==> config.mk <==
export PLATFORM = sky130hd
export DESIGN_NAME = flash_cmd_core
export DESIGN_NICKNAME = d
export VERILOG_FILES = /design/src/rtl/flash_cmd_pkg.sv /design/src/rtl/param_rom.sv /design/src/rtl/flash_cmd_core.sv
export SDC_FILE = /design/constraint.sdc
export NUM_CORES = 1
export LEC_CHECK = 0
export BUFFER_PORTS_ARGS = -buffer_cell sky130_fd_sc_hd__buf_2
export CORE_ASPECT_RATIO = 0.75
export CORE_MARGIN = 1.5
export CORE_UTILIZATION = 55
export CTS_BUF_LIST = sky130_fd_sc_hd__clkbuf_4 sky130_fd_sc_hd__clkbuf_8 sky130_fd_sc_hd__clkbuf_16
export DETAILED_ROUTE_END_ITERATION = 7
export HOLD_SLACK_MARGIN = 0.15
export MAX_ROUTING_LAYER = met4
export PLACE_DENSITY = 0.73
export SLEW_MARGIN = 40
export SYNTH_ARGS = -nofsm -noshare
export SYNTH_HDL_FRONTEND = slang
export SYNTH_SLANG_ARGS = --single-unit
export TNS_END_PERCENT = 50
==> constraint.sdc <==
create_clock -name clk -period 2.3 [get_ports clk]
set_input_delay 0.46 -clock clk [delete_from_list [all_inputs] [get_ports clk]]
set_output_delay 0.46 -clock clk [all_outputs]
set_load 0.05 [all_outputs]
==> src/rtl/flash_cmd_pkg.sv <==
package flash_cmd_pkg;

   // ----------------------------------------
   // Clock
   // ----------------------------------------
   localparam int CLK_PERIOD_NS = 20;

   // ----------------------------------------
   // Instruction codes
   // ----------------------------------------
   localparam logic [7:0] OP_STATUS_READ   = 8'h05;
   localparam logic [7:0] OP_PROG_SUSPEND  = 8'h85;
   localparam logic [7:0] OP_PROG_RESUME   = 8'h8a;
   localparam logic [7:0] OP_ERASE_SUSPEND = 8'h75;
   localparam logic [7:0] OP_ERASE_RESUME  = 8'h7a;
   localparam logic [7:0] OP_PD_ENTER      = 8'hb9;
   localparam logic [7:0] OP_PD_EXIT       = 8'hab;
   localparam logic [7:0] OP_PARAM_READ    = 8'h5a;

   // ----------------------------------------
   // Power-down dword fields (MSB to LSB)
   // ----------------------------------------
   localparam logic       PD_SUPPORTED_FLAG = 1'b0;
   localparam logic [1:0] EXIT_UNIT_CODE    = 2'b01;
   localparam logic [4:0] EXIT_COUNT_CODE   = 5'b11101;
   localparam logic [3:0] RESERVED_FIELD_HI = 4'hf;
   localparam logic [1:0] POLL_METHOD_CODE  = 2'b01;
   localparam logic [1:0] RESERVED_FIELD_LO = 2'b11;

   localparam int PD_SUPPORTED_BIT = 31;
   localparam int PD_ENTER_LSB     = 23;
   localparam int PD_EXIT_LSB      = 15;
   localparam int EXIT_UNIT_LSB    = 13;
   localparam int EXIT_COUNT_LSB   = 8;
   localparam int RESERVED_HI_LSB  = 4;
   localparam int POLL_METHOD_LSB  = 2;
   localparam int RESERVED_LO_LSB  = 0;

   localparam logic [31:0] PD_DWORD =
      (32'(PD_SUPPORTED_FLAG) << PD_SUPPORTED_BIT) |
      (32'(OP_PD_ENTER)       << PD_ENTER_LSB)     |
      (32'(OP_PD_EXIT)        << PD_EXIT_LSB)      |
      (32'(EXIT_UNIT_CODE)    << EXIT_UNIT_LSB)    |
      (32'(EXIT_COUNT_CODE)   << EXIT_COUNT_LSB)   |
      (32'(RESERVED_FIELD_HI) << RESERVED_HI_LSB)  |
      (32'(POLL_METHOD_CODE)  << POLL_METHOD_LSB)  |
      (32'(RESERVED_FIELD_LO) << RESERVED_LO_LSB);

   localparam logic [31:0] SUSPEND_DWORD =
      {OP_ERASE_SUSPEND, OP_ERASE_RESUME, OP_PROG_SUSPEND, OP_PROG_RESUME};

   // ----------------------------------------
   // Table layout
   // ----------------------------------------
   localparam logic [7:0] SUSPEND_DWORD_OFFSET = 8'h30;
   localparam logic [7:0] PD_DWORD_OFFSET      = 8'h34;
   localparam logic [7:0] TABLE_FILL           = 8'hff;

   // ----------------------------------------
   // Status byte and wake timing
   // ----------------------------------------
   localparam int         PENDING_BIT     = 0;
   localparam logic [7:0] STATUS_RESET    = 8'h00;
   localparam int         EXIT_UNIT_NS    = 1000;
   localparam int         EXIT_DELAY_NS   = (int'(EXIT_COUNT_CODE) + 1) * EXIT_UNIT_NS;
   localparam int         WAKE_CYCLES     = (EXIT_DELAY_NS + CLK_PERIOD_NS - 1) / CLK_PERIOD_NS;
   localparam int         ADDR_BITS       = 24;
   localparam int         DUMMY_BITS      = 8;

   typedef enum logic [4:0] {
      ST_CMD    = 5'h01,
      ST_ADDR   = 5'h02,
      ST_DUMMY  = 5'h04,
      ST_SEND   = 5'h08,
      ST_IGNORE = 5'h10
   } spi_state_t;

endpackage

==> src/rtl/param_rom.sv <==
`timescale 1ns/1ns
module param_rom (
   input  wire logic       clk,
   input  wire logic       sys_rst,
   input  wire logic [7:0] addr,
   output logic      [7:0] rd_data
);

   wire       hit_susp = (addr[7:2] == flash_cmd_pkg::SUSPEND_DWORD_OFFSET[7:2]);
   wire       hit_pd   = (addr[7:2] == flash_cmd_pkg::PD_DWORD_OFFSET[7:2]);
   wire [31:0] dword   = hit_susp ? flash_cmd_pkg::SUSPEND_DWORD : flash_cmd_pkg::PD_DWORD;
   // Low byte at the lowest offset
   wire [7:0] lane     = dword[{addr[1:0], 3'b000} +: 8];
   wire [7:0] rd_next  = (hit_susp || hit_pd) ? lane : flash_cmd_pkg::TABLE_FILL;

   always_ff @(posedge clk or posedge sys_rst) begin
      if (sys_rst) begin
         rd_data <= flash_cmd_pkg::TABLE_FILL;
      end else begin
         rd_data <= rd_next;
      end
   end

endmodule

==> src/rtl/flash_cmd_core.sv <==
`timescale 1ns/1ns
module flash_cmd_core (
   input  wire logic clk,
   input  wire logic sys_rst,
   input  wire logic sck,
   input  wire logic cs_n,
   input  wire logic mosi,
   input  wire logic prog_running,
   output logic      miso,
   output logic      miso_oe,
   output logic      suspend_pulse,
   output logic      resume_pulse,
   output logic      prog_suspended,
   output logic      deep_pd,
   output logic      op_pending
);

   // ----------------------------------------
   // Link edges
   // ----------------------------------------
   logic                     sck_prev_reg;
   logic                     cs_prev_reg;
   flash_cmd_pkg::spi_state_t state_reg;
   logic [4:0]               bit_cnt_reg;
   logic [7:0]               shift_reg;
   logic [7:0]               opcode_reg;
   logic                     op_ready_reg;
   logic [7:0]               addr_reg;
   logic                     from_rom_reg;
   logic [2:0]               tx_cnt_reg;
   logic [7:0]               tx_reg;
   logic [10:0]              wake_cnt_reg;
   logic [7:0]               rom_data;

   wire sck_rise  = sck & ~sck_prev_reg & ~cs_n;
   wire sck_fall  = ~sck & sck_prev_reg & ~cs_n;
   wire cs_end    = cs_n & ~cs_prev_reg;
   wire [7:0] rx_byte   = {shift_reg[6:0], mosi};
   wire       last_cmd  = (bit_cnt_reg == 5'd7);
   wire       last_addr = (bit_cnt_reg == 5'(flash_cmd_pkg::ADDR_BITS - 1));
   wire       last_dumy = (bit_cnt_reg == 5'(flash_cmd_pkg::DUMMY_BITS - 1));

   // ----------------------------------------
   // Opcode decode
   // ----------------------------------------
   // While powered down only the exit opcode is heard
   wire rx_allowed = ~deep_pd | (rx_byte == flash_cmd_pkg::OP_PD_EXIT);
   wire rx_status  = rx_allowed & (rx_byte == flash_cmd_pkg::OP_STATUS_READ);
   wire rx_param   = rx_allowed & (rx_byte == flash_cmd_pkg::OP_PARAM_READ);

   wire do_cmd     = cs_end & op_ready_reg;
   wire do_suspend = do_cmd & (opcode_reg == flash_cmd_pkg::OP_PROG_SUSPEND)
                     & prog_running & ~prog_suspended;
   wire do_resume  = do_cmd & (opcode_reg == flash_cmd_pkg::OP_PROG_RESUME)
                     & prog_suspended;
   wire do_enter   = do_cmd & (opcode_reg == flash_cmd_pkg::OP_PD_ENTER);
   wire do_exit    = do_cmd & (opcode_reg == flash_cmd_pkg::OP_PD_EXIT) & deep_pd;

   wire pending_next = (prog_running & ~prog_suspended & ~do_suspend) | do_resume
                       | (wake_cnt_reg != 11'd0) | do_exit;
   wire [7:0] status_byte = flash_cmd_pkg::STATUS_RESET
                            | (8'(op_pending) << flash_cmd_pkg::PENDING_BIT);
   wire [7:0] cur_byte = from_rom_reg ? rom_data : status_byte;

   // ----------------------------------------
   // Receive state machine
   // ----------------------------------------
   flash_cmd_pkg::spi_state_t state_next;
   logic [4:0]                bit_cnt_next;
   logic                      op_ready_next;
   logic                      from_rom_next;

   always_comb begin
      state_next    = state_reg;
      bit_cnt_next  = bit_cnt_reg;
      op_ready_next = op_ready_reg;
      from_rom_next = from_rom_reg;
      if (cs_n) begin
         state_next    = flash_cmd_pkg::ST_CMD;
         bit_cnt_next  = 5'd0;
         op_ready_next = 1'b0;
      end else if (sck_rise) begin
         bit_cnt_next = bit_cnt_reg + 5'd1;
         case (state_reg)
            flash_cmd_pkg::ST_CMD: begin
               if (last_cmd) begin
                  bit_cnt_next = 5'd0;
                  if (rx_status) begin
                     state_next    = flash_cmd_pkg::ST_SEND;
                     from_rom_next = 1'b0;
                  end else if (rx_param) begin
                     state_next = flash_cmd_pkg::ST_ADDR;
                  end else begin
                     // Single-byte opcodes wait for the frame to end
                     state_next    = flash_cmd_pkg::ST_IGNORE;
                     op_ready_next = rx_allowed;
                  end
               end
            end
            flash_cmd_pkg::ST_ADDR: begin
               if (last_addr) begin
                  state_next   = flash_cmd_pkg::ST_DUMMY;
                  bit_cnt_next = 5'd0;
               end
            end
            flash_cmd_pkg::ST_DUMMY: begin
               if (last_dumy) begin
                  state_next    = flash_cmd_pkg::ST_SEND;
                  from_rom_next = 1'b1;
                  bit_cnt_next  = 5'd0;
               end
            end
            flash_cmd_pkg::ST_IGNORE: begin
               // Extra clocks cancel a single-byte opcode
               op_ready_next = 1'b0;
               bit_cnt_next  = 5'd0;
            end
            flash_cmd_pkg::ST_SEND: begin
               bit_cnt_next = 5'd0;
            end
            default: begin
               state_next = flash_cmd_pkg::ST_IGNORE;
            end
         endcase
      end
   end

   // ----------------------------------------
   // Transmit path
   // ----------------------------------------
   wire       tx_load   = sck_fall & (state_reg == flash_cmd_pkg::ST_SEND) & (tx_cnt_reg == 3'd0);
   wire       tx_shift  = sck_fall & (state_reg == flash_cmd_pkg::ST_SEND);
   wire [7:0] tx_next   = tx_load ? {cur_byte[6:0], 1'b0} : {tx_reg[6:0], 1'b0};
   wire       miso_next = tx_load ? cur_byte[7] : tx_reg[7];
   wire       take_addr = sck_rise & (state_reg == flash_cmd_pkg::ST_ADDR) & last_addr;
   // Next table byte fetched as each byte is loaded to go out
   wire [7:0] addr_next = take_addr ? rx_byte
                        : (tx_load & from_rom_reg) ? addr_reg + 8'd1 : addr_reg;

   param_rom u_rom (
      .clk     (clk),
      .sys_rst (sys_rst),
      .addr    (addr_reg),
      .rd_data (rom_data)
   );

   // ----------------------------------------
   // Power and suspend state
   // ----------------------------------------
   wire [10:0] wake_next = do_exit ? 11'(flash_cmd_pkg::WAKE_CYCLES)
                         : (wake_cnt_reg != 11'd0) ? wake_cnt_reg - 11'd1 : 11'd0;
   wire        pd_next   = do_enter ? 1'b1 : do_exit ? 1'b0 : deep_pd;
   wire        susp_next = do_suspend ? 1'b1
                         : (do_resume | ~prog_running) ? 1'b0 : prog_suspended;

   always_ff @(posedge clk or posedge sys_rst) begin
      if (sys_rst) begin
         sck_prev_reg <= 1'b0;
         cs_prev_reg  <= 1'b1;
         state_reg    <= flash_cmd_pkg::ST_CMD;
         bit_cnt_reg  <= 5'd0;
         op_ready_reg <= 1'b0;
         from_rom_reg <= 1'b0;
         shift_reg    <= 8'h00;
         addr_reg     <= 8'h00;
      end else begin
         sck_prev_reg <= sck;
         cs_prev_reg  <= cs_n;
         state_reg    <= state_next;
         bit_cnt_reg  <= bit_cnt_next;
         op_ready_reg <= op_ready_next;
         from_rom_reg <= from_rom_next;
         shift_reg    <= sck_rise ? rx_byte : shift_reg;
         addr_reg     <= addr_next;
      end
   end

   always_ff @(posedge clk or posedge sys_rst) begin
      if (sys_rst) begin
         opcode_reg <= 8'h00;
         tx_cnt_reg <= 3'd0;
         tx_reg     <= 8'h00;
         miso       <= 1'b0;
         miso_oe    <= 1'b0;
      end else begin
         opcode_reg <= (sck_rise & last_cmd & (state_reg == flash_cmd_pkg::ST_CMD)) ? rx_byte : opcode_reg;
         tx_cnt_reg <= cs_n ? 3'd0 : tx_shift ? tx_cnt_reg + 3'd1 : tx_cnt_reg;
         tx_reg     <= tx_shift ? tx_next : tx_reg;
         miso       <= tx_shift ? miso_next : miso;
         miso_oe    <= ~cs_n & (state_next == flash_cmd_pkg::ST_SEND);
      end
   end

   always_ff @(posedge clk or posedge sys_rst) begin
      if (sys_rst) begin
         suspend_pulse  <= 1'b0;
         resume_pulse   <= 1'b0;
         prog_suspended <= 1'b0;
         deep_pd        <= 1'b0;
         wake_cnt_reg   <= 11'd0;
         op_pending     <= 1'b0;
      end else begin
         suspend_pulse  <= do_suspend;
         resume_pulse   <= do_resume;
         prog_suspended <= susp_next;
         deep_pd        <= pd_next;
         wake_cnt_reg   <= wake_next;
         op_pending     <= pending_next;
      end
   end

endmodule

After elaboration in Yosys (flattened, before gate mapping)
Cells that the tools add are included.
{ "word_totals": {"out_inout_bits": 7, "wordCells": 139, "in_bits": 6, "regBits": 74} }
{ "op_classes": {"reduce_logical": 14, "shift": 1, "n_mux": 38, "n_bitwise": 39, "addsub": 4, "eq_ne": 23} }
{ "ops": {"columns": ["cell", "n"], "rows": [
  ["two-way mux 5 bit", 11],
  ["equality test 8 bit, second input constant", 5],
  ["two-way mux 8 bit", 5],
  ["variable part select 32 x 6 -> 8 bit", 1],
  ["two-way mux 30 bit", 1],
  ["AND 1 bit", 26],
  ["two-way mux 11 bit", 2],
  ["case mux 5 bit (4 select lines)", 1],
  ["case mux 5 bit (3 select lines)", 1],
  ["two-way mux 1 bit", 13],
  ["equality test 6 x 4 -> 1 bit, second input constant", 2],
  ["nonzero test 2 bit", 6],
  ["nonzero test 11 bit", 1],
  ["subtractor 11 x 1 -> 11 bit, second input constant", 1],
  ["equality test 5 x 3 -> 1 bit, second input constant", 2],
  ["equality test 5 x 4 -> 1 bit, second input constant", 2],
  ["equality test 5 bit, second input constant", 2],
  ["!= test 3 bit, second input constant", 3],
  ["adder 8 x 1 -> 8 bit, second input constant", 1],
  ["equality test 8 x 3 -> 1 bit, second input constant", 1],
  ["equality test 8 x 7 -> 1 bit, second input constant", 1],
  ["inverter 1 bit", 8],
  ["two-way mux 3 bit", 2],
  ["!= test 2 bit, second input constant", 3],
  ["12 further kinds", 18]
]} }

Depth between registers and ports, before layout
{ "depth": {"ltp_word": 11, "mapped_depth": 9, "ltp_nobuf": 8} }

By module
A second synthesis with hierarchy kept.
{ "unflattened": {"cells_unflattened": 368, "hier_area_um2": 3699.8} }
{ "by_module_without_submodules": {"columns": ["module", "seq_area_each_um2", "area_per_inst_um2", "cells_per_inst", "n_inst"], "rows": [
  ["flash_cmd_core", 1629.1, 3340.7, 335, 1],
  ["param_rom", 210.2, 359.1, 33, 1]
]} }

Least setup slack after synthesis
Ideal clock, no wire load.
{ "synth_path": {"path_kind": "reg-to-reg", "from": "reg deep_pd", "to": "reg miso_oe", "path_stages_with_launch": 7, "n_path_buf": 0, "arrival_time_ns": 2.040, "path_slack_ns": 0.192, "t_required_ns": 2.232, "path_cell_list": "dfrtp_1 or3_4 nor4_1 nor4_2 a211oi_2 nor3_1 and4bb_1"} }
{ "synth_between": {"elab_chain_len": 11} }
{ "synth_rtl": {"columns": ["item", "line", "rtl"], "rows": [
  ["start: declaration", "flash_cmd_core.sv:14", "output logic deep_pd,"],
  ["start signal: assignment", "flash_cmd_core.sv:206", "deep_pd <= pd_next;"],
  ["inverter 1 bit *", "flash_cmd_core.sv:47", "wire rx_allowed = ~deep_pd | (rx_byte == flash_cmd_pkg::OP_PD_EXIT);"],
  ["bitwise OR 1 bit *", "flash_cmd_core.sv:47", null],
  ["AND 1 bit", "flash_cmd_core.sv:49", "wire rx_param = rx_allowed & (rx_byte == flash_cmd_pkg::OP_PARAM_READ);"],
  ["two-way mux 5 bit", "flash_cmd_core.sv:91", "end else if (rx_param) begin"],
  ["two-way mux 5 bit *", "flash_cmd_core.sv:88", "if (rx_status) begin"],
  ["two-way mux 5 bit *", "flash_cmd_core.sv:86", "if (last_cmd) begin"],
  ["case mux 5 bit (4 select lines) *", "flash_cmd_core.sv:84", "case (state_reg)"],
  ["two-way mux 5 bit *", "flash_cmd_core.sv:82", "end else if (sck_rise) begin"],
  ["two-way mux 5 bit *", "flash_cmd_core.sv:78", "if (cs_n) begin"],
  ["via state_next[4]", "flash_cmd_core.sv:68", "flash_cmd_pkg::spi_state_t state_next;"],
  ["equality test 5 x 4 -> 1 bit *", "flash_cmd_core.sv:190", "miso_oe <= ~cs_n & (state_next == flash_cmd_pkg::ST_SEND);"],
  ["AND 1 bit *", "flash_cmd_core.sv:190", null],
  ["end signal: assignment", "flash_cmd_core.sv:190", null],
  ["end: declaration", "flash_cmd_core.sv:10", "output logic miso_oe,"]
]} }
The timed path passes the listed nets; every way through them passes the cells marked *.
A chain may end at the register's enable or synchronous reset.

Final worst setup path
Same ends and word-level chain as after synthesis.

==> results.toml <==
[outcome]
status = "finished clean"

[timing]
fin_crit_sh_pct = 91.3
tightest_slew_ps = 478
finalCriticalPeriod_ps = 2100
setup_viol = 0
slew_headroom_pct = 67.8
hold_viol_final = 0
slew_viol_final = 0
fmax_ghz = 0.476
grt_setup_unrepaired = "false"
fin_hold_ws_ps = 250
fin_skew_ps = 7.83
fin_setup_tns_ps = 0

[placed_design]
placed_area_mm2 = 0.00384
numPortBuffers = 12
place.gp.congestion = 0.858
dp_hpwl_um = 5290

[synth]
synthArstFlopShare_pct = 100
avgSynthCellArea_um2 = 9.58
synth.top_cell.area_share_pct = 43.5
synth-seq-cells = 73
ys_seq_area_share_pct = 50.8
ys_warn_count = 0
synth_top_cell_by_area = "dfrtp_1"
synthFlopType = "dfrtp_1"
syn_nets = 392
synth_edf_count = 0
ys_types = 58
syn_inst = 378
synthesis.area_mm2 = 0.00362
synthTopCellsByArea = "dfrtp_1 (44%), dfstp_2 (7.3%), nand2_1 (6.2%)"

[global_routing]
grt_pass1_vias = 2598
overflow = 0
track_usage_pct = 23.3
antenna_found_initial = 0
grt_pass1_wl_um = 12500
grt_max_degree = 55

[floorplan]
initial_core_util_pct = 57.3
dieArea_mm2 = 0.00709
fp.dieW_um = 96.7
coreArea_mm2 = 0.00632
io_pins = 13
die_h_um = 73.3
rows = 25

[drt]
route.detailed.drc = 0
vias = 2766
routedWlPerCell_um = 15.2
drt_iter0_drc = 217
viasPerCell = 5.68
wirelength_um = 7400
ant_nets = 0
dr.pass1.iters = 4

[worst_setup_path]
arrival_ps = 2330
crit_type = "reg2reg"
worstPathMaxFanout = 6
rr_worst_depth = 5
critPathLaunchType = "flip-flop"
critPathCaptureType = "flip-flop"
crit_required_ps = 2530

[clock_network]
htreeDepth = 3
cts-root-buf = "clkbuf_8"
cts_tree = "done"
clkLatencyLatePin_ps = 340
cts_setup_buffers = 0
cts_sinks = 73
clockBufferDepth = 2
cts.clk_slew.worst_paths_ps = 80
cts_buffers = 9

[final_layout]
postLayoutCoreUtil_pct = 64.6
multi_input_area_mm2 = 0.00168
fin_nets = 415
drive_gt1_share_pct = 17.7
final_area_mm2 = 0.00408
diodes = 0
largest_reg_flops = 11
area_growth_syn_to_layout_pct = 12.6
fillers = 510
regArea_mm2 = 0.00184

[min_path]
hold_depth = 1
hold_path_class = "in2reg"

[run]
drv_cap = 0

[power]
p_leak_nw = 1.88
ir_drop_mv = 0.383
power_density_mw_per_mm2 = 649
[routing by layer]
layer / vias to the layer above / wire, um / GRT usage (%)
li1: 1362 / - / -
met1: 1333 / 3800 / 33.9
met2: 65 / 3160 / 32.8
met3: 6 / 365 / 6.09
met4: 0 / 69 / 5.64
met5: - / 0 / -
[stage by stage]
| stage | setup slack (ps) | instances | total power, W |
|---|---|---|---|
| floorplan | 3.28 | 378 | 0.00149 |
| finish | 200 | 487 | 0.00265 |
| detailed placement | 126 | 470 | 0.00155 |
| global route | 48.3 | 487 | 0.00276 |
| global placement | 228 | 470 | 0.00154 |
| CTS | 160 | 487 | 0.00268 |
[cells by family after synthesis]
| group | synth area share (%) |
|---|---|
| mux | 3.66 |
| buf+inv | 3.25 |
| compound gates | 11.4 |
| fa+ha+maj | 2.76 |
| xor+xnor | 3.14 |
| flops | 50.8 |
| simple gates | 25.0 |
[critical path, cell delays in order, from the launching register on]
cell and delay [ps]:
dfrtp_1 440, or3_4 430, nor4_1 470, a21oi_1 130
o31ai_1 300, and4bb_1 230
[cells in the mapped netlist, types with 4 or more instances]
cell / n
nand3b_1: 5
o21ai_0: 23
inv_1: 16
nand2b_1: 10
xor2_1: 7
buf_2: 4
clkbuf_1: 9
nor3_1: 14
ha_1: 8
nor2_1: 30
dfstp_2: 10
nor4_1: 4
mux2_2: 10
nor2b_1: 5
xnor2_1: 6
nand2_1: 60
dfrtp_1: 63
and3_1: 12
o21ai_1: 6
nand3_1: 14
a21oi_1: 11
[cells in the final DEF (no fill, tap or decap), drive strengths merged, types with 3 or more instances in the layout]
cell type  Yosys  routed
a211oi         4       4
buf            5      25
ha             8       8
nor3          14      14
dfrtp         63      63
nor2          32      32
nand3         14      14
clkinv         0       3
nand4          3       3
xor2           7       7
nor4           6       6
xnor2          6       6
and3          12      12
nor2b          5       5
dfstp         10      10
nand4b         3       3
inv           16      16
nand2b        10      10
a21oi         11      11
o21ai         29      29
nand2         60      60
nand3b         5       5
mux2          10      10
clkbuf         9      11
a21o           3       3
[timing repair]
action	in CTS	in global routing
endpoints found under the hold margin	18	0
hold buffers	1	0
setup endpoints to repair	0	2
resized for setup	0	2
[final timing paths]
path	start	endpoint	slack (ps)
max	deep_pd$_DFFE_PP0P_	miso_oe$_DFF_PP0_	200
min	sck	sck_prev_reg$_DFF_PP0_	250
max reg2reg	deep_pd$_DFFE_PP0P_	miso_oe$_DFF_PP0_	200
min reg2reg	wake_cnt_reg[0]$_DFF_PP0_	wake_cnt_reg[0]$_DFF_PP0_	480
max in group asynchronous	sys_rst	state_reg[0]$_DFF_PP1_	970
min in group asynchronous	sys_rst	wake_cnt_reg[7]$_DFF_PP0_	650
[cell type report]
type                    count  area share (%)
well taps                  81            2.48
multi-input cells         275            41.1
flip-flops and latches     73            45.1
clock inverters             5            1.93
inverters                  16            1.47
clock buffers              11            3.56
repair buffers             26            4.42
[power by group]
part	internal [W]	switching (W)
registers	0.00132	0.0000648
clock network	0.000651	0.000468
logic	0.0000595	0.0000848
Power figures use the tool's default switching activity.
